File: src/hdl/vtg_regs.svh
// register indices, field positions, reset values and codes of the video timing generator
// assumes a 32-bit AXI4-Lite bus; byte address of a register is four times its index
`ifndef VTG_REGS_SVH
`define VTG_REGS_SVH

// ************************************************************
// register indices
// ************************************************************
`define VTG_IDX_CTRL 10'h000
`define VTG_IDX_HLINE 10'h001
`define VTG_IDX_HSYNC 10'h002
`define VTG_IDX_VFRAME 10'h003
`define VTG_IDX_VSYNC 10'h004
`define VTG_IDX_VFIELD 10'h005
`define VTG_IDX_STATUS 10'h006
`define VTG_IDX_GL_PIX 10'h01b
`define VTG_IDX_GL_LINE 10'h01c
`define VTG_IDX_ROUTE_LO 10'h043
`define VTG_IDX_ROUTE_HI 10'h044
`define VTG_IDX_POLARITY 10'h056

// ************************************************************
// reset values
// ************************************************************
`define VTG_RST_CTRL 32'h0000_0000
`define VTG_RST_HLINE 32'h0780_0898
`define VTG_RST_HSYNC 32'h00c0_002c
`define VTG_RST_VFRAME 32'h0438_0465
`define VTG_RST_VSYNC 32'h0029_0005
`define VTG_RST_VFIELD 32'h0000_0233
`define VTG_RST_GL 16'h0000
`define VTG_RST_ROUTE_LO 16'h3210
`define VTG_RST_ROUTE_HI 16'hff54
`define VTG_RST_POLARITY 16'h0000

// ************************************************************
// field positions
// ************************************************************
`define VTG_CTRL_STD 5:0
`define VTG_CTRL_GENLOCK 8
`define VTG_CTRL_INTERLACE 9
`define VTG_LO_HALF 15:0
`define VTG_HI_HALF 31:16
`define VTG_POL_HSYNC 0
`define VTG_POL_HBLANK 1
`define VTG_POL_VSYNC 2
`define VTG_POL_VBLANK 3
`define VTG_POL_REFERENCE_FIELD_SYNC_IN 4
`define VTG_POL_FDIG 5

// ************************************************************
// codes and constants
// ************************************************************
`define VTG_STD_A 6'h04
`define VTG_STD_B 6'h06
`define VTG_STD_C 6'h08
`define VTG_VB_F1_LONGER 16'h0002
`define VTG_VB_F2_SHORTER 16'h0001
`define VTG_ONE 16'h0001
`define VTG_ZERO16 16'h0000
`define VTG_RESP_OKAY 2'b00
`define VTG_RESP_SLVERR 2'b10
`define VTG_ROUTE_W 4

`endif

File: src/hdl/vtg_pkg.sv
// types shared by the video timing generator files
// assumes vtg_regs.svh is on the include path
package vtg_pkg;
  // selector codes held in the pin routing fields
  typedef enum logic [3:0] {
    VTG_SEL_HSYNC = 4'h0,
    VTG_SEL_HBLANK = 4'h1,
    VTG_SEL_VSYNC = 4'h2,
    VTG_SEL_VBLANK = 4'h3,
    VTG_SEL_REFERENCE_FIELD_SYNC_IN = 4'h4,
    VTG_SEL_FDIG = 4'h5,
    VTG_SEL_LOW = 4'hf
  } vtg_sel_t;
  typedef logic [15:0] vtg_cnt_t;
endpackage

File: src/hdl/vtg_ref_sync.sv
// two-flop synchroniser for the three reference sync inputs
// assumes the inputs are asynchronous pins; reset sets them inactive (high)
`timescale 1ns/1ps
module vtg_ref_sync (
  input wire logic aclk,
  input wire logic aresetn,
  input wire logic [2:0] async_in,
  output logic [2:0] sync_out
);
  logic [2:0] meta_ff;
  logic [2:0] sync_ff;

  // first stage feeds only the second stage
  always_ff @(posedge aclk) begin
    if (!aresetn) begin
      meta_ff <= 3'h7;
      sync_ff <= 3'h7;
    end else begin
      meta_ff <= async_in;
      sync_ff <= meta_ff;
    end
  end

  assign sync_out = sync_ff;
endmodule

File: src/hdl/vtg_top.sv
// video timing output generator with AXI4-Lite register slave
// assumes one clock aclk for bus and pixel timing, synchronous active-low reset
`timescale 1ns/1ps
`include "vtg_regs.svh"
module vtg_top (
  input wire logic aclk,
  input wire logic aresetn,
  input wire logic [11:0] s_axi_awaddr,
  input wire logic s_axi_awvalid,
  output logic s_axi_awready,
  input wire logic [31:0] s_axi_wdata,
  input wire logic [3:0] s_axi_wstrb,
  input wire logic s_axi_wvalid,
  output logic s_axi_wready,
  output logic [1:0] s_axi_bresp,
  output logic s_axi_bvalid,
  input wire logic s_axi_bready,
  input wire logic [11:0] s_axi_araddr,
  input wire logic s_axi_arvalid,
  output logic s_axi_arready,
  output logic [31:0] s_axi_rdata,
  output logic [1:0] s_axi_rresp,
  output logic s_axi_rvalid,
  input wire logic s_axi_rready,
  input wire logic reference_hsync_in_n,
  input wire logic reference_vsync_in_n,
  input wire logic reference_field_sync_in,
  output logic [7:0] timing_out,
  output vtg_pkg::vtg_cnt_t line_count
);
  import vtg_pkg::*;

  // ************************************************************
  // functions
  // ************************************************************
  function automatic logic [31:0] merge_strb(input logic [31:0] old, input logic [31:0] data,
                                             input logic [3:0] strb);
    logic [31:0] res;
    res = old;
    for (int i = 0; i < 4; i++) begin
      if (strb[i]) begin
        res[i*8 +: 8] = data[i*8 +: 8];
      end
    end
    return res;
  endfunction

  function automatic logic is_mapped(input logic [9:0] idx);
    return (idx == `VTG_IDX_CTRL) || (idx == `VTG_IDX_HLINE) || (idx == `VTG_IDX_HSYNC) ||
           (idx == `VTG_IDX_VFRAME) || (idx == `VTG_IDX_VSYNC) || (idx == `VTG_IDX_VFIELD) ||
           (idx == `VTG_IDX_STATUS) || (idx == `VTG_IDX_GL_PIX) || (idx == `VTG_IDX_GL_LINE) ||
           (idx == `VTG_IDX_ROUTE_LO) || (idx == `VTG_IDX_ROUTE_HI) || (idx == `VTG_IDX_POLARITY);
  endfunction

  function automatic logic route_bit(input logic [3:0] sel, input logic [5:0] sigs);
    logic res;
    res = 1'b0;
    case (sel)
      VTG_SEL_HSYNC: res = sigs[0];
      VTG_SEL_HBLANK: res = sigs[1];
      VTG_SEL_VSYNC: res = sigs[2];
      VTG_SEL_VBLANK: res = sigs[3];
      VTG_SEL_REFERENCE_FIELD_SYNC_IN: res = sigs[4];
      VTG_SEL_FDIG: res = sigs[5];
      default: res = 1'b0;
    endcase
    return res;
  endfunction

  // ************************************************************
  // register file
  // ************************************************************
  logic [31:0] ctrl_ff;
  logic [31:0] hline_ff;
  logic [31:0] hsync_ff;
  logic [31:0] vframe_ff;
  logic [31:0] vsync_ff;
  logic [31:0] vfield_ff;
  logic [15:0] gl_pix_ff;
  logic [15:0] gl_line_ff;
  logic [15:0] route_lo_ff;
  logic [15:0] route_hi_ff;
  logic [15:0] polarity_ff;

  // write channel holding
  logic aw_hold_ff;
  logic [9:0] aw_idx_ff;
  logic w_hold_ff;
  logic [31:0] w_data_ff;
  logic [3:0] w_strb_ff;
  logic bvalid_ff;
  logic [1:0] bresp_ff;
  logic rvalid_ff;
  logic [31:0] rdata_ff;
  logic [1:0] rresp_ff;

  wire aw_take = s_axi_awvalid && s_axi_awready;
  wire w_take = s_axi_wvalid && s_axi_wready;
  wire have_aw = aw_hold_ff || aw_take;
  wire have_w = w_hold_ff || w_take;
  wire do_write = have_aw && have_w && !bvalid_ff;
  wire [9:0] wr_idx = aw_hold_ff ? aw_idx_ff : s_axi_awaddr[11:2];
  wire [31:0] wr_data = w_hold_ff ? w_data_ff : s_axi_wdata;
  wire [3:0] wr_strb = w_hold_ff ? w_strb_ff : s_axi_wstrb;
  wire [9:0] rd_idx = s_axi_araddr[11:2];
  wire rd_take = s_axi_arvalid && s_axi_arready;

  assign s_axi_awready = !aw_hold_ff && !bvalid_ff;
  assign s_axi_wready = !w_hold_ff && !bvalid_ff;
  assign s_axi_arready = !rvalid_ff;
  assign s_axi_bvalid = bvalid_ff;
  assign s_axi_bresp = bresp_ff;
  assign s_axi_rvalid = rvalid_ff;
  assign s_axi_rdata = rdata_ff;
  assign s_axi_rresp = rresp_ff;

  wire we_ctrl = do_write && (wr_idx == `VTG_IDX_CTRL);
  wire we_hline = do_write && (wr_idx == `VTG_IDX_HLINE);
  wire we_hsync = do_write && (wr_idx == `VTG_IDX_HSYNC);
  wire we_vframe = do_write && (wr_idx == `VTG_IDX_VFRAME);
  wire we_vsync = do_write && (wr_idx == `VTG_IDX_VSYNC);
  wire we_vfield = do_write && (wr_idx == `VTG_IDX_VFIELD);
  wire we_gl_pix = do_write && (wr_idx == `VTG_IDX_GL_PIX);
  wire we_gl_line = do_write && (wr_idx == `VTG_IDX_GL_LINE);
  wire we_route_lo = do_write && (wr_idx == `VTG_IDX_ROUTE_LO);
  wire we_route_hi = do_write && (wr_idx == `VTG_IDX_ROUTE_HI);
  wire we_polarity = do_write && (wr_idx == `VTG_IDX_POLARITY);

  always_ff @(posedge aclk) begin
    if (!aresetn) begin
      aw_hold_ff <= 1'b0;
      aw_idx_ff <= 10'h000;
      w_hold_ff <= 1'b0;
      w_data_ff <= 32'h0000_0000;
      w_strb_ff <= 4'h0;
      bvalid_ff <= 1'b0;
      bresp_ff <= `VTG_RESP_OKAY;
    end else if (do_write) begin
      aw_hold_ff <= 1'b0;
      w_hold_ff <= 1'b0;
      bvalid_ff <= 1'b1;
      bresp_ff <= is_mapped(wr_idx) ? `VTG_RESP_OKAY : `VTG_RESP_SLVERR;
    end else begin
      if (aw_take) begin
        aw_hold_ff <= 1'b1;
        aw_idx_ff <= s_axi_awaddr[11:2];
      end
      if (w_take) begin
        w_hold_ff <= 1'b1;
        w_data_ff <= s_axi_wdata;
        w_strb_ff <= s_axi_wstrb;
      end
      if (bvalid_ff && s_axi_bready) begin
        bvalid_ff <= 1'b0;
      end
    end
  end

  // defaults come from the reset values
  always_ff @(posedge aclk) begin
    if (!aresetn) begin
      ctrl_ff <= `VTG_RST_CTRL;
      hline_ff <= `VTG_RST_HLINE;
      hsync_ff <= `VTG_RST_HSYNC;
      vframe_ff <= `VTG_RST_VFRAME;
      vsync_ff <= `VTG_RST_VSYNC;
      vfield_ff <= `VTG_RST_VFIELD;
      gl_pix_ff <= `VTG_RST_GL;
      gl_line_ff <= `VTG_RST_GL;
      route_lo_ff <= `VTG_RST_ROUTE_LO;
      route_hi_ff <= `VTG_RST_ROUTE_HI;
      polarity_ff <= `VTG_RST_POLARITY;
    end else begin
      if (we_ctrl) ctrl_ff <= merge_strb(ctrl_ff, wr_data, wr_strb);
      if (we_hline) hline_ff <= merge_strb(hline_ff, wr_data, wr_strb);
      if (we_hsync) hsync_ff <= merge_strb(hsync_ff, wr_data, wr_strb);
      if (we_vframe) vframe_ff <= merge_strb(vframe_ff, wr_data, wr_strb);
      if (we_vsync) vsync_ff <= merge_strb(vsync_ff, wr_data, wr_strb);
      if (we_vfield) vfield_ff <= merge_strb(vfield_ff, wr_data, wr_strb);
      if (we_gl_pix) gl_pix_ff <= 16'(merge_strb(32'(gl_pix_ff), wr_data, wr_strb));
      if (we_gl_line) gl_line_ff <= 16'(merge_strb(32'(gl_line_ff), wr_data, wr_strb));
      if (we_route_lo) route_lo_ff <= 16'(merge_strb(32'(route_lo_ff), wr_data, wr_strb));
      if (we_route_hi) route_hi_ff <= 16'(merge_strb(32'(route_hi_ff), wr_data, wr_strb));
      if (we_polarity) polarity_ff <= 16'(merge_strb(32'(polarity_ff), wr_data, wr_strb));
    end
  end

  // ************************************************************
  // timing parameters
  // ************************************************************
  wire [5:0] std_code = ctrl_ff[`VTG_CTRL_STD];
  wire genlock_en = ctrl_ff[`VTG_CTRL_GENLOCK];
  wire interlaced = ctrl_ff[`VTG_CTRL_INTERLACE];
  wire [15:0] h_total = hline_ff[`VTG_LO_HALF];
  wire [15:0] h_active = hline_ff[`VTG_HI_HALF];
  wire [15:0] hs_width = hsync_ff[`VTG_LO_HALF];
  wire [15:0] h_act_start = hsync_ff[`VTG_HI_HALF];
  wire [15:0] v_total = vframe_ff[`VTG_LO_HALF];
  wire [15:0] v_active = vframe_ff[`VTG_HI_HALF];
  wire [15:0] vs_width = vsync_ff[`VTG_LO_HALF];
  wire [15:0] v_act_start = vsync_ff[`VTG_HI_HALF];
  wire [15:0] f2_start = vfield_ff[`VTG_LO_HALF];
  wire odd_std = (std_code == `VTG_STD_A) || (std_code == `VTG_STD_B) || (std_code == `VTG_STD_C);

  // ************************************************************
  // reference inputs
  // ************************************************************
  logic [2:0] ref_sync;
  logic ref_h_prev_ff;
  logic ref_v_prev_ff;

  vtg_ref_sync u_ref_sync (
    .aclk(aclk),
    .aresetn(aresetn),
    .async_in({reference_field_sync_in, reference_vsync_in_n, reference_hsync_in_n}),
    .sync_out(ref_sync)
  );

  // references are active low; leading edge is the fall
  wire ref_h_lead = genlock_en && ref_h_prev_ff && !ref_sync[0];
  wire ref_v_lead = genlock_en && ref_v_prev_ff && !ref_sync[1];
  wire ref_field1 = ref_sync[2];

  // ************************************************************
  // counters
  // ************************************************************
  vtg_cnt_t hcnt_ff;
  vtg_cnt_t vcnt_ff;
  logic vb_ff;
  logic fdig_ff;

  wire h_last = (hcnt_ff == (h_total - `VTG_ONE));
  wire v_last = (vcnt_ff == (v_total - `VTG_ONE));
  wire [15:0] v_step = v_last ? `VTG_ZERO16 : vcnt_ff + `VTG_ONE;
  wire [15:0] v_lock = (interlaced && !ref_field1) ? f2_start + gl_line_ff : gl_line_ff;
  wire [15:0] nxt_hcnt = ref_h_lead ? gl_pix_ff : (h_last ? `VTG_ZERO16 : hcnt_ff + `VTG_ONE);
  wire [15:0] nxt_vcnt = ref_v_lead ? v_lock : (h_last ? v_step : vcnt_ff);

  // locked counters carry every output, so all genlocked signals share one offset
  always_ff @(posedge aclk) begin
    if (!aresetn) begin
      hcnt_ff <= `VTG_ZERO16;
      vcnt_ff <= `VTG_ZERO16;
      ref_h_prev_ff <= 1'b1;
      ref_v_prev_ff <= 1'b1;
    end else begin
      hcnt_ff <= nxt_hcnt;
      vcnt_ff <= nxt_vcnt;
      ref_h_prev_ff <= ref_sync[0];
      ref_v_prev_ff <= ref_sync[1];
    end
  end

  // ************************************************************
  // raw timing signals, active high
  // ************************************************************
  wire field2 = interlaced && (vcnt_ff >= f2_start);
  wire [15:0] lf = field2 ? vcnt_ff - f2_start : vcnt_ff;
  wire [15:0] h_act_end = h_act_start + h_active;
  wire hs_raw = (hcnt_ff < hs_width);
  wire hb_raw = !((hcnt_ff >= h_act_start) && (hcnt_ff < h_act_end));
  wire vs_raw = (lf < vs_width);
  // shortening field two below line zero is not guarded; keep the start at one or more
  wire [15:0] v_adj_start = !odd_std ? v_act_start :
                            (field2 ? v_act_start - `VTG_VB_F2_SHORTER : v_act_start + `VTG_VB_F1_LONGER);
  wire [15:0] v_act_end = v_act_start + v_active;
  wire vb_raw = !((lf >= v_adj_start) && (lf < v_act_end));
  // field identity is fixed at line zero of a field, which is the frame sync leading edge
  wire fs_raw = interlaced && !field2;
  wire vb_lead = vb_raw && !vb_ff;
  wire nxt_fdig = !interlaced ? 1'b0 : (vb_lead ? !field2 : fdig_ff);

  always_ff @(posedge aclk) begin
    if (!aresetn) begin
      vb_ff <= 1'b1;
      fdig_ff <= 1'b0;
    end else begin
      vb_ff <= vb_raw;
      fdig_ff <= nxt_fdig;
    end
  end

  // ************************************************************
  // polarity and routing
  // ************************************************************
  wire hs_out = polarity_ff[`VTG_POL_HSYNC] ? hs_raw : !hs_raw;
  wire hb_out = hb_raw ^ polarity_ff[`VTG_POL_HBLANK];
  wire vs_out = polarity_ff[`VTG_POL_VSYNC] ? vs_raw : !vs_raw;
  wire vb_out = vb_raw ^ polarity_ff[`VTG_POL_VBLANK];
  wire fs_out = fs_raw ^ polarity_ff[`VTG_POL_REFERENCE_FIELD_SYNC_IN];
  wire fd_out = nxt_fdig ^ polarity_ff[`VTG_POL_FDIG];
  wire [5:0] sig_vec = {fd_out, fs_out, vb_out, vs_out, hb_out, hs_out};
  wire [31:0] route_all = {route_hi_ff, route_lo_ff};
  logic [7:0] nxt_tout;
  logic [7:0] tout_ff;

  genvar p;
  generate
    for (p = 0; p < 8; p++) begin : g_pin
      assign nxt_tout[p] = route_bit(route_all[p*`VTG_ROUTE_W +: `VTG_ROUTE_W], sig_vec);
    end
  endgenerate

  // one register stage on every pin keeps the pins aligned to each other
  always_ff @(posedge aclk) begin
    if (!aresetn) begin
      tout_ff <= 8'h00;
    end else begin
      tout_ff <= nxt_tout;
    end
  end

  assign timing_out = tout_ff;
  assign line_count = vcnt_ff;

  // ************************************************************
  // read channel
  // ************************************************************
  logic [31:0] rd_mux;
  always_comb begin
    rd_mux = 32'h0000_0000;
    case (rd_idx)
      `VTG_IDX_CTRL: rd_mux = ctrl_ff;
      `VTG_IDX_HLINE: rd_mux = hline_ff;
      `VTG_IDX_HSYNC: rd_mux = hsync_ff;
      `VTG_IDX_VFRAME: rd_mux = vframe_ff;
      `VTG_IDX_VSYNC: rd_mux = vsync_ff;
      `VTG_IDX_VFIELD: rd_mux = vfield_ff;
      `VTG_IDX_STATUS: rd_mux = {14'h0000, fdig_ff, field2, vcnt_ff};
      `VTG_IDX_GL_PIX: rd_mux = {16'h0000, gl_pix_ff};
      `VTG_IDX_GL_LINE: rd_mux = {16'h0000, gl_line_ff};
      `VTG_IDX_ROUTE_LO: rd_mux = {16'h0000, route_lo_ff};
      `VTG_IDX_ROUTE_HI: rd_mux = {16'h0000, route_hi_ff};
      `VTG_IDX_POLARITY: rd_mux = {16'h0000, polarity_ff};
      default: rd_mux = 32'h0000_0000;
    endcase
  end

  always_ff @(posedge aclk) begin
    if (!aresetn) begin
      rvalid_ff <= 1'b0;
      rdata_ff <= 32'h0000_0000;
      rresp_ff <= `VTG_RESP_OKAY;
    end else if (rd_take) begin
      rvalid_ff <= 1'b1;
      rdata_ff <= rd_mux;
      rresp_ff <= is_mapped(rd_idx) ? `VTG_RESP_OKAY : `VTG_RESP_SLVERR;
    end else if (rvalid_ff && s_axi_rready) begin
      rvalid_ff <= 1'b0;
    end
  end
endmodule

File: config.mk
export PLATFORM = sky130hd
export DESIGN_NAME = vtg_top
export DESIGN_NICKNAME = d
export VERILOG_FILES = /design/src/hdl/vtg_pkg.sv /design/src/hdl/vtg_ref_sync.sv /design/src/hdl/vtg_top.sv
export VERILOG_INCLUDE_DIRS = /design/src /design/src/hdl
export SDC_FILE = /design/constraint.sdc
export NUM_CORES = 1
export LEC_CHECK = 0
export BUFFER_PORTS_ARGS = -buffer_cell sky130_fd_sc_hd__buf_2
export CORE_MARGIN = 5
export CORE_UTILIZATION = 45
export DETAILED_ROUTE_END_ITERATION = 12
export SYNTH_ARGS = -nofsm -noshare
export SYNTH_HDL_FRONTEND = slang
export SYNTH_HIERARCHICAL = 1
export SYNTH_SLANG_ARGS = --single-unit
File: constraint.sdc
create_clock -name aclk -period 7.6 [get_ports aclk]
set_input_delay 0.38 -clock aclk [delete_from_list [all_inputs] [get_ports aclk]]
set_output_delay 0.38 -clock aclk [all_outputs]
set_load 0.05 [all_outputs]
==> results of run 1 <==
-- sequential cells by signal (all words and copies together) (netlist names), 8 cells and up --
signal	cells
aw_idx_ff	10
ctrl_ff	32
gl_line_ff	16
gl_pix_ff	16
hcnt_ff	16
hline_ff	32
hsync_ff	32
line_count	16
polarity_ff	16
route_hi_ff	16
route_lo_ff	16
s_axi_rdata	32
timing_out	8
vfield_ff	32
vframe_ff	32
vsync_ff	32
w_data_ff	32
-- cell type report --
class / count / area, sq um
Antenna cell: 1 / 2.50
Clock buffer: 60 / 1300
Clock inverter: 26 / 409
Fill cell: 4898 / 25500
Inverter: 115 / 439
Multi-Input combinational cell: 2248 / 14400
Sequential cell: 406 / 8130
Tap cell: 688 / 861
Timing Repair Buffer: 195 / 1170
-- synthesized netlist by cell type, drive strengths merged, types with 46 or more instances --
| cell | n |
|---|---|
| a211oi | 206 |
| a21oi | 237 |
| a222oi | 47 |
| a22oi | 50 |
| clkbuf | 167 |
| dfxtp | 406 |
| ha | 161 |
| inv | 115 |
| mux2i | 59 |
| nand2 | 279 |
| nand3 | 62 |
| nor2 | 443 |
| nor3 | 62 |
| o21ai | 118 |
| xnor2 | 77 |
| xor2 | 46 |
-- metrics by stage --
stage | setup WS, ns | power (W)
final | 1.02 | 0.00512
after global routing | 0.561 | 0.00526
after CTS | 1.07 | 0.00513
after detailed placement | 1.09 | 0.00263
after global placement | 1.13 | 0.00262
after floorplan | 1.85 | 0.00247
-- worst max-delay path: cells and delay by family, from the launching register on --
kind | cells | cell delay, ns
flops | 1 | 0.58
compound gates | 11 | 2.55
xor+xnor | 1 | 0.18
fa+ha+maj | 3 | 0.63
simple gates | 7 | 1.44
buf+inv | 4 | 0.65
mux | 1 | 0.48
-- final timing paths --
| check | from | endpoint | slack, ns | cells past startpoint |
|---|---|---|---|---|
| max reg2reg | line_count[0] | timing_out[7] | 1.02 | 27 |
| max | line_count[0] | timing_out[7] | 1.02 | 27 |
| min | s_axi_awaddr[11] | aw_idx_ff[9] | 0.02 | 3 |
| min reg2reg | u_ref_sync/meta_ff[1] | u_ref_sync/sync_out[1] | 0.40 | 1 |
-- cell families (layout without fill, tap and decap cells) --
| family | after synthesis | in the layout |
|---|---|---|
| AOI/OAI and AO/OA | 847 | 847 |
| xor gates and xnor gates | 123 | 123 |
| adders and majority gates | 165 | 165 |
| buffers and inverters | 294 | 396 |
| DFF | 406 | 406 |
| muxes | 76 | 76 |
| other | 1 | 3 |
| and+or+nand+nor | 1035 | 1035 |
-- metal layers --
metal	vias up	GRT usage [%]
li1	10866	-
met1	10738	40.9
met2	983	42.7
met3	192	4.94
met4	6	10.4
met5	-	0
-- power by group through the flow --
| stage | registers [W] | logic [W] | clock network, W |
|---|---|---|---|
| 6_report | 0.00218 | 0.000418 | 0.00252 |
| 5_1_grt | 0.00218 | 0.000444 | 0.00264 |
| 3_5_place_dp | 0.00222 | 0.000406 | 0 |
| 2_1_floorplan | 0.00223 | 0.000235 | 0 |
| 4_1_cts | 0.00218 | 0.000409 | 0.00254 |
| 3_3_place_gp | 0.00222 | 0.000398 | 0 |
==> flow_metrics.tcl, run 1 <==
set metrics [dict create \
    htree_levels 2 \
    synthesis.area_sq_mm 0.0236 \
    synth_seq_cells 406 \
    crit_required_ns 8.14 \
    sw_frac_of_total_pct 25.7 \
    ir_drop_mv 0.156 \
    synth.area.mux_share_pct 3.69 \
    seq_area_frac_synth_pct 34.4 \
    drv_slew 0 \
    clkPwrFrac_pct 49.3 \
    fin_crit_ns 6.58 \
    synth_edf_count 0 \
    synth.top_cell.area_share_pct 34.4 \
    die_height_um 239 \
    synthFlopType "dfxtp_1" \
    synth_cell_type_count 80 \
    clock_latency_ns 0.61 \
    drt_first_iter_violations 2421 \
    slowest_delay_ns 0.59 \
    fin_nets 3247 \
    fin_worst_hold_slack_ns 0.0164 \
    fin_crit_sh_pct 86.6 \
    route.detailed.drc 0 \
    synth_top_family_by_area "compound AO/OA/AOI/OAI gates" \
    grt-ovfl-total 0 \
    yosysWarnings 6 \
    via_per_inst 6.09 \
    cts_hold_buf 6 \
    cts.clk_slew.worst_paths_ns 0.06 \
    cts_setup_buffers 0 \
    final_cell_mix "nor2_1, dfxtp_1, nand2_1, a21oi_1, a211oi_1" \
    synth_area_per_cell_sq_um 8.01 \
    power.internal_w 0.00380 \
    yosysTopAreaCell "dfxtp_1" \
    area_growth_pct 13.2 \
    grt_first_pass_wirelength_um 128000 \
    post_synth_fa_ha_maj_area_fraction_pct 8.87 \
    crit_type "reg -> reg" \
    maxCapViolCount 0 \
    critical_path.max_fanout 8 \
    ys_top_cells_by_area "dfxtp_1, ha_1, nor2_1" \
    status "finished clean" \
    finalHoldViolCount 0 \
    critPathCaptureType "flop" \
    cts_max_path_buffers 3 \
    timing.fmax_mhz 152 \
    synth_simple_gate_area_share_pct 19.6 \
    clock_sinks 406 \
    grt_pass1_vias 21307 \
    via_count 22785 \
    io_pins 135 \
    place_congestion 0.970 \
    crit_slowest_cell "a2111oi_0" \
    synth-compound-area-share_pct 24.1 \
    drt_pass1_iterations 8 \
    clock_skew_ns 0.0205 \
    wire_per_inst_um 22.5 \
    placed_cell_area_sq_mm 0.0250 \
    power_density_mw_per_mm2 192 \
    wl_met3_um 7420 \
    hold_path.class "in -> reg" \
    setup_viol 0 \
    io_buffers 128 \
    die_x_um 239 \
    grt_max_degree 245 \
    p_seq_share_pct 42.5 \
    power_switching_w 0.00132 \
    synth-xor-area-share_pct 4.56 \
    stdcell_count 3739 \
    top_layer "met5" \
    start_util_pct 45.2 \
    die_area_sq_mm 0.0572 \
    wl_met2_um 35800 \
    cts-root-buf "clkbuf_16" \
    row_count 84 \
    drive_gt1_share_pct 10.5 \
    finalSetupTns_ns 0 \
    cts_made_buffers 46 \
    wirelength_um 84100 \
    tightestPinTransition_ns 1.33 \
    final_util_pct 51.2 \
    grt_setup_unrepaired "no" \
    synthArstFlopShare_pct 0 \
    cts_tree "yes" \
    wl_met1_um 37600 \
    ctsResizeCount 0 \
    dpl.cell_count 3646 \
    cellLeakagePower_nw 10.0 \
    antenna_found_initial 4 \
    grt_usage_pct 28.4 \
    cp.arrival_ns 7.13 \
    core_sq_mm 0.0522 \
    synthCells 2947 \
    comb_power_share_pct 8.2 \
    path_common_cell "o21ai_0" \
    postRouteAntennaNets 0 \
    dp_hpwl_um 61300 \
    finalInstanceArea_sq_mm 0.0267 \
    layout_commonest_cell "nor2_1" \
    cp-start-kind "flop" \
    slew_headroom_pct 11.4 \
]
Note: power is estimated with default switching activity, not from simulation.
==> run 2: changes to the inputs <==
--- a/config.mk
+++ b/config.mk
@@ -7,9 +7,13 @@
 export NUM_CORES = 1
 export LEC_CHECK = 0
 export BUFFER_PORTS_ARGS = -buffer_cell sky130_fd_sc_hd__buf_2
+export CELL_PAD_IN_SITES_DETAIL_PLACEMENT = 1
+export CELL_PAD_IN_SITES_GLOBAL_PLACEMENT = 1
+export CORE_ASPECT_RATIO = 1.1
 export CORE_MARGIN = 5
-export CORE_UTILIZATION = 45
+export CORE_UTILIZATION = 47
 export DETAILED_ROUTE_END_ITERATION = 12
+export PLACE_DENSITY_LB_ADDON = 0.1
 export SYNTH_ARGS = -nofsm -noshare
 export SYNTH_HDL_FRONTEND = slang
 export SYNTH_HIERARCHICAL = 1
==> run 2 against run 1 <==
Sequential cell count is the same. Die area shrank 4.1%. Sequential share of layout area is 0.33 points higher. Fmax decreased by 7.8%. Power down 4.1%. Cell area shrank 1.1%. Worst setup slack got worse by 0.56 ns. Clock power is 9.1% lower. Critical path depth down 2. Critical path type unchanged. Largest cell class unchanged. Largest power group unchanged.
==> flow_metrics.tcl, run 2 (synthesized netlist as in run 1, its figures left out) <==
set metrics [dict create \
    status "finished clean" \
    placed_cell_area_sq_mm 0.0249 \
    critical_path.max_fanout 12 \
    dp_hpwl_um 68800 \
    timing.fmax_mhz 140 \
    maxCapViolCount 0 \
    fin_crit_sh_pct 93.9 \
    tightestPinTransition_ns 1.35 \
    insertedDiodeCount 0 \
    cts_max_path_buffers 3 \
    drive_gt1_share_pct 10.1 \
    clock_skew_ns 0.0320 \
    die_area_sq_mm 0.0548 \
    power_density_mw_per_mm2 186 \
    finalSetupTns_ns 0 \
    cp-start-kind "flop" \
    grt_first_pass_wirelength_um 143000 \
    final_cell_mix "nor2_1, dfxtp_1, nand2_1, a21oi_1, a211oi_1" \
    grt-ovfl-total 0 \
    grt_setup_unrepaired "no" \
    die_height_um 245 \
    slowest_delay_ns 0.72 \
    io_buffers 128 \
    grt_usage_pct 33.3 \
    ir_drop_mv 0.168 \
    htree_levels 2 \
    drt_first_iter_violations 2292 \
    slew_headroom_pct 9.54 \
    crit_family "compound AO/OA/AOI/OAI gates" \
    crit_required_ns 8.07 \
    area_growth_pct 12.0 \
    clock_latency_ns 0.60 \
    row_count 86 \
    grt_pass1_vias 23955 \
    start_util_pct 47.3 \
    layout_commonest_cell "nor2_1" \
    fin_nets 3240 \
    drv_slew 0 \
    drt_pass1_iterations 6 \
    cts_made_buffers 45 \
    antenna_found_initial 2 \
    crit_type "reg -> reg" \
    via_count 23654 \
    cts_tree "yes" \
    cts-root-buf "clkbuf_16" \
    postRouteAntennaNets 0 \
    finalInstanceArea_sq_mm 0.0264 \
    cts.clk_slew.worst_paths_ns 0.06 \
    clock_sinks 406 \
    ctsResizeCount 0 \
    critPathBufInv 3 \
    route.detailed.drc 0 \
    setup_viol 0 \
    wirelength_um 94000 \
    crit_slowest_cell "a2111oi_0" \
    critPathCaptureType "flop" \
    via_per_inst 6.40 \
    core_sq_mm 0.0499 \
    grt_max_degree 229 \
    finalHoldViolCount 0 \
    die_x_um 224 \
    io_pins 135 \
    fin_crit_ns 7.14 \
    cellLeakagePower_nw 9.90 \
    cp.arrival_ns 7.61 \
    wire_per_inst_um 25.4 \
    place_congestion 0.952 \
    hold_path.class "in -> reg" \
]
-- run 2: cell count changes in the layout (fill, tap and decap cells not counted) --
cell / delta
diode_2: -1
bufinv_16: -6
nor2_1: -1
buf_4: -3
nor2_2: +1
clkbuf_8: +3
clkinv_8: +1
dlygate4sd3_1: -3
inv_16: -1
clkbuf_1: +6
clkinv_16: -1
clkinvlp_4: -2
clkinv_2: -7
-- run 2: worst paths after layout --
path	start	endpoint	slack [ns]	depth (start not counted)
worst min-delay path	reference_field_sync_in	u_ref_sync/meta_ff[2]	0.02	2
worst max-delay path	line_count[0]	timing_out[5]	0.46	25
worst max register to register	line_count[0]	timing_out[5]	0.46	25
worst min register to register	u_ref_sync/meta_ff[1]	u_ref_sync/sync_out[1]	0.41	1
-- run 2: layout make-up --
type                       instances  area, sq um
inverter                         115          439
clock buffer                      69         1370
sequential                       406         8130
clock inverter                    10          145
multi-input combinational       2248        14400
fill                            6147        23500
timing repair buffer             189         1120
tap                              660          826
-- run 2: timing repair --
action,4_1_cts,5_1_grt
hold buffers,3,0
setup buffers,0,0
hold endpoints to repair,3,0
-- run 2: per-layer routing --
metal  up-vias  share of wire, %  GRT usage, %
met2       844                46          54.4
met4         4               4.5          13.1
li1      10815                 -             -
met5         -             0.029             0
met1     11767                42          43.7
met3       224               7.6          6.00
-- run 2: report_power, final --
part	total, W	switching [W]	internal (W)
clock	0.00229	0.000956	0.00134
combinational	0.000437	0.000315	0.000122
sequential	0.00218	0.0000229	0.00215
-- run 2: stage by stage --
| stage | std cells | power (W) | hold WS [ns] | utilization (%) | worst slack [ns] |
|---|---|---|---|---|---|
| after global routing | 3697 | 0.00504 | 0.0149 | 53.0 | 0.0742 |
| final | 3697 | 0.00491 | 0.0173 | 53.0 | 0.460 |
| after CTS | 3697 | 0.00492 | 0.000854 | 53.0 | 0.600 |
| after global placement | 3615 | 0.00264 | 0.388 | 49.9 | 0.874 |
| after floorplan | 2948 | 0.00247 | 0.386 | - | 1.85 |
| after detailed placement | 3615 | 0.00265 | 0.398 | 49.9 | 0.668 |
==> run 3: changes to the inputs <==
--- a/config.mk
+++ b/config.mk
@@ -13,6 +13,7 @@
 export CORE_MARGIN = 5
 export CORE_UTILIZATION = 47
 export DETAILED_ROUTE_END_ITERATION = 12
+export MAX_ROUTING_LAYER = met4
 export PLACE_DENSITY_LB_ADDON = 0.1
 export SYNTH_ARGS = -nofsm -noshare
 export SYNTH_HDL_FRONTEND = slang
==> constraint.sdc (replaced) <==
create_clock -name aclk -period 7.6 [get_ports aclk]
set_input_delay 2.28 -clock aclk [delete_from_list [all_inputs] [get_ports aclk]]
set_output_delay 2.28 -clock aclk [all_outputs]
set_load 0.05 [all_outputs]
==> run 3 against run 2 <==
Cell area about the same. Wire length down 0.18%. Cell count down 0.14%. Worst setup slack better by 0.42 ns. Clock power about the same. Sequential share of layout area about the same. Count of clock-buffer cells in the layout down 6. Critical path depth down 3. Sequential power about the same. Utilization about the same. Critical path type unchanged.
==> flow_metrics.tcl, run 3 (synthesized netlist as in run 1, its figures left out) <==
set metrics [dict create \
    fin_crit_sh_pct 88.4 \
    grt_usage_pct 33.9 \
    fin_crit_ns 6.72 \
    fin_nets 3235 \
    cellLeakagePower_nw 9.90 \
    setup_viol 0 \
    power_density_mw_per_mm2 185 \
    timing.fmax_mhz 149 \
    area_growth_pct 11.9 \
    final_cell_mix "nor2_1, dfxtp_1, nand2_1, a21oi_1, a211oi_1" \
    row_count 86 \
    crit_required_ns 8.08 \
    via_count 23685 \
    finalSetupTns_ns 0 \
    die_height_um 245 \
    htree_levels 2 \
    start_util_pct 47.3 \
    ctsResizeCount 0 \
    cts_tree "yes" \
    die_x_um 224 \
    grt_setup_unrepaired "no" \
    cts.clk_slew.worst_paths_ns 0.06 \
    clock_sinks 406 \
    wire_per_inst_um 25.4 \
    cts_hold_buf 0 \
    drv_slew 0 \
    hold_path.class "reg -> reg" \
    crit_type "reg -> reg" \
    cts-root-buf "clkbuf_16" \
    finalInstanceArea_sq_mm 0.0264 \
    grt-ovfl-total 0 \
    via_per_inst 6.42 \
    clock_latency_ns 0.60 \
    grt_max_degree 197 \
    route.detailed.drc 0 \
    place_congestion 0.943 \
    wirelength_um 93800 \
    placed_cell_area_sq_mm 0.0249 \
    drt_pass1_iterations 8 \
    cts_max_path_buffers 3 \
    cp-start-kind "flop" \
    slew_headroom_pct 11.6 \
    clock_skew_ns 0.0207 \
    io_pins 135 \
    drt_first_iter_violations 2554 \
    finalHoldViolCount 0 \
    critPathCaptureType "flop" \
    cp.arrival_ns 7.20 \
    ir_drop_mv 0.164 \
    antenna_found_initial 0 \
    tightestPinTransition_ns 1.30 \
    critical_path.max_fanout 34 \
    cts_setup_buffers 0 \
    die_area_sq_mm 0.0548 \
    cts_made_buffers 45 \
    postRouteAntennaNets 0 \
    dp_hpwl_um 67900 \
    grt_first_pass_wirelength_um 143000 \
    io_buffers 128 \
    core_sq_mm 0.0499 \
    drive_gt1_share_pct 10.3 \
    layout_commonest_cell "nor2_1" \
    maxCapViolCount 0 \
    status "finished clean" \
    grt_pass1_vias 23795 \
]
==> run 3: cell count changes in the layout (fill, tap and decap cells not counted), moves of 2 or more <==
cell | before | now
mux2i_1 | 58 | 51
mux2i_2 | 1 | 8
clkbuf_1 | 10 | 7
clkinv_2 | 3 | 6
dlygate4sd3_1 | 3 | 0
buf_4 | 57 | 55
clkbuf_8 | 13 | 11
==> run 3: power by group <==
part | leakage (nW) | switching, W | internal [W]
Clock | 0.744 | 0.000951 | 0.00133
Combinational | 5.87 | 0.000315 | 0.000121
Sequential | 3.28 | 0.0000230 | 0.00215
Total | 9.90 | 0.00129 | 0.00361
==> run 3: final cells by class <==
| cell class | count | area [sq um] |
|---|---|---|
| antenna | 1 | 2.50 |
| clock buffer | 63 | 1300 |
| clock inverter | 15 | 208 |
| fill | 6071 | 23500 |
| inverter | 115 | 439 |
| multi-input combinational | 2248 | 14400 |
| sequential | 406 | 8130 |
| tap | 660 | 826 |
| timing repair buffer | 184 | 1070 |
==> run 3: routing by layer <==
| layer | GRT usage [%] | share of wire (%) | vias up |
|---|---|---|---|
| met4 | 11.2 | 3.4 | 0 |
| li1 | - | - | 10799 |
| met1 | 43.6 | 42 | 11785 |
| met2 | 54.7 | 47 | 906 |
| met3 | 5.76 | 7.8 | 195 |
| met5 | - | 0 | - |
==> run 3: path summary, 6_finish.rpt <==
check | cells after the start | slack, ns | from | to
max | 22 | 0.88 | line_count[0] | timing_out[4]
min | 1 | 0.41 | u_ref_sync/meta_ff[2] | u_ref_sync/sync_out[2]
max reg2reg | 22 | 0.88 | line_count[0] | timing_out[4]
min reg2reg | 1 | 0.41 | u_ref_sync/meta_ff[2] | u_ref_sync/sync_out[2]
==> run 3: worst max-delay path, cell delays in order (launching register included) <==
cell and delay, ns:
dfxtp_1 0.45, inv_1 0.21, ha_1 0.20, inv_1 0.06, fa_1 0.40, nand3_1 0.15, a311oi_1 0.10, a211oi_1 0.39
o31a_1 0.46, nand2b_1 0.35, buf_4 0.39, o21ai_0 0.33, ha_1 0.39, a21o_1 0.16, a21o_1 0.18, a21oi_1 0.16
nor4_1 0.08, a211oi_1 0.20, o21ai_0 0.15, a21oi_1 0.56, xor2_1 0.73, mux4_2 0.41, o2bb2ai_1 0.08
==> run 3: metrics by stage <==
step	instances	power (W)	setup WS, ns	util, %	hold slack (ns)
2_1_floorplan	2948	0.00247	1.85	-	0.386
3_3_place_gp	3613	0.00263	1.01	49.9	0.389
3_5_place_dp	3613	0.00265	0.986	49.9	0.405
4_1_cts	3691	0.00490	0.969	52.9	0.420
5_1_grt	3691	0.00502	0.490	52.9	0.431
6_report	3692	0.00490	0.878	52.9	0.414
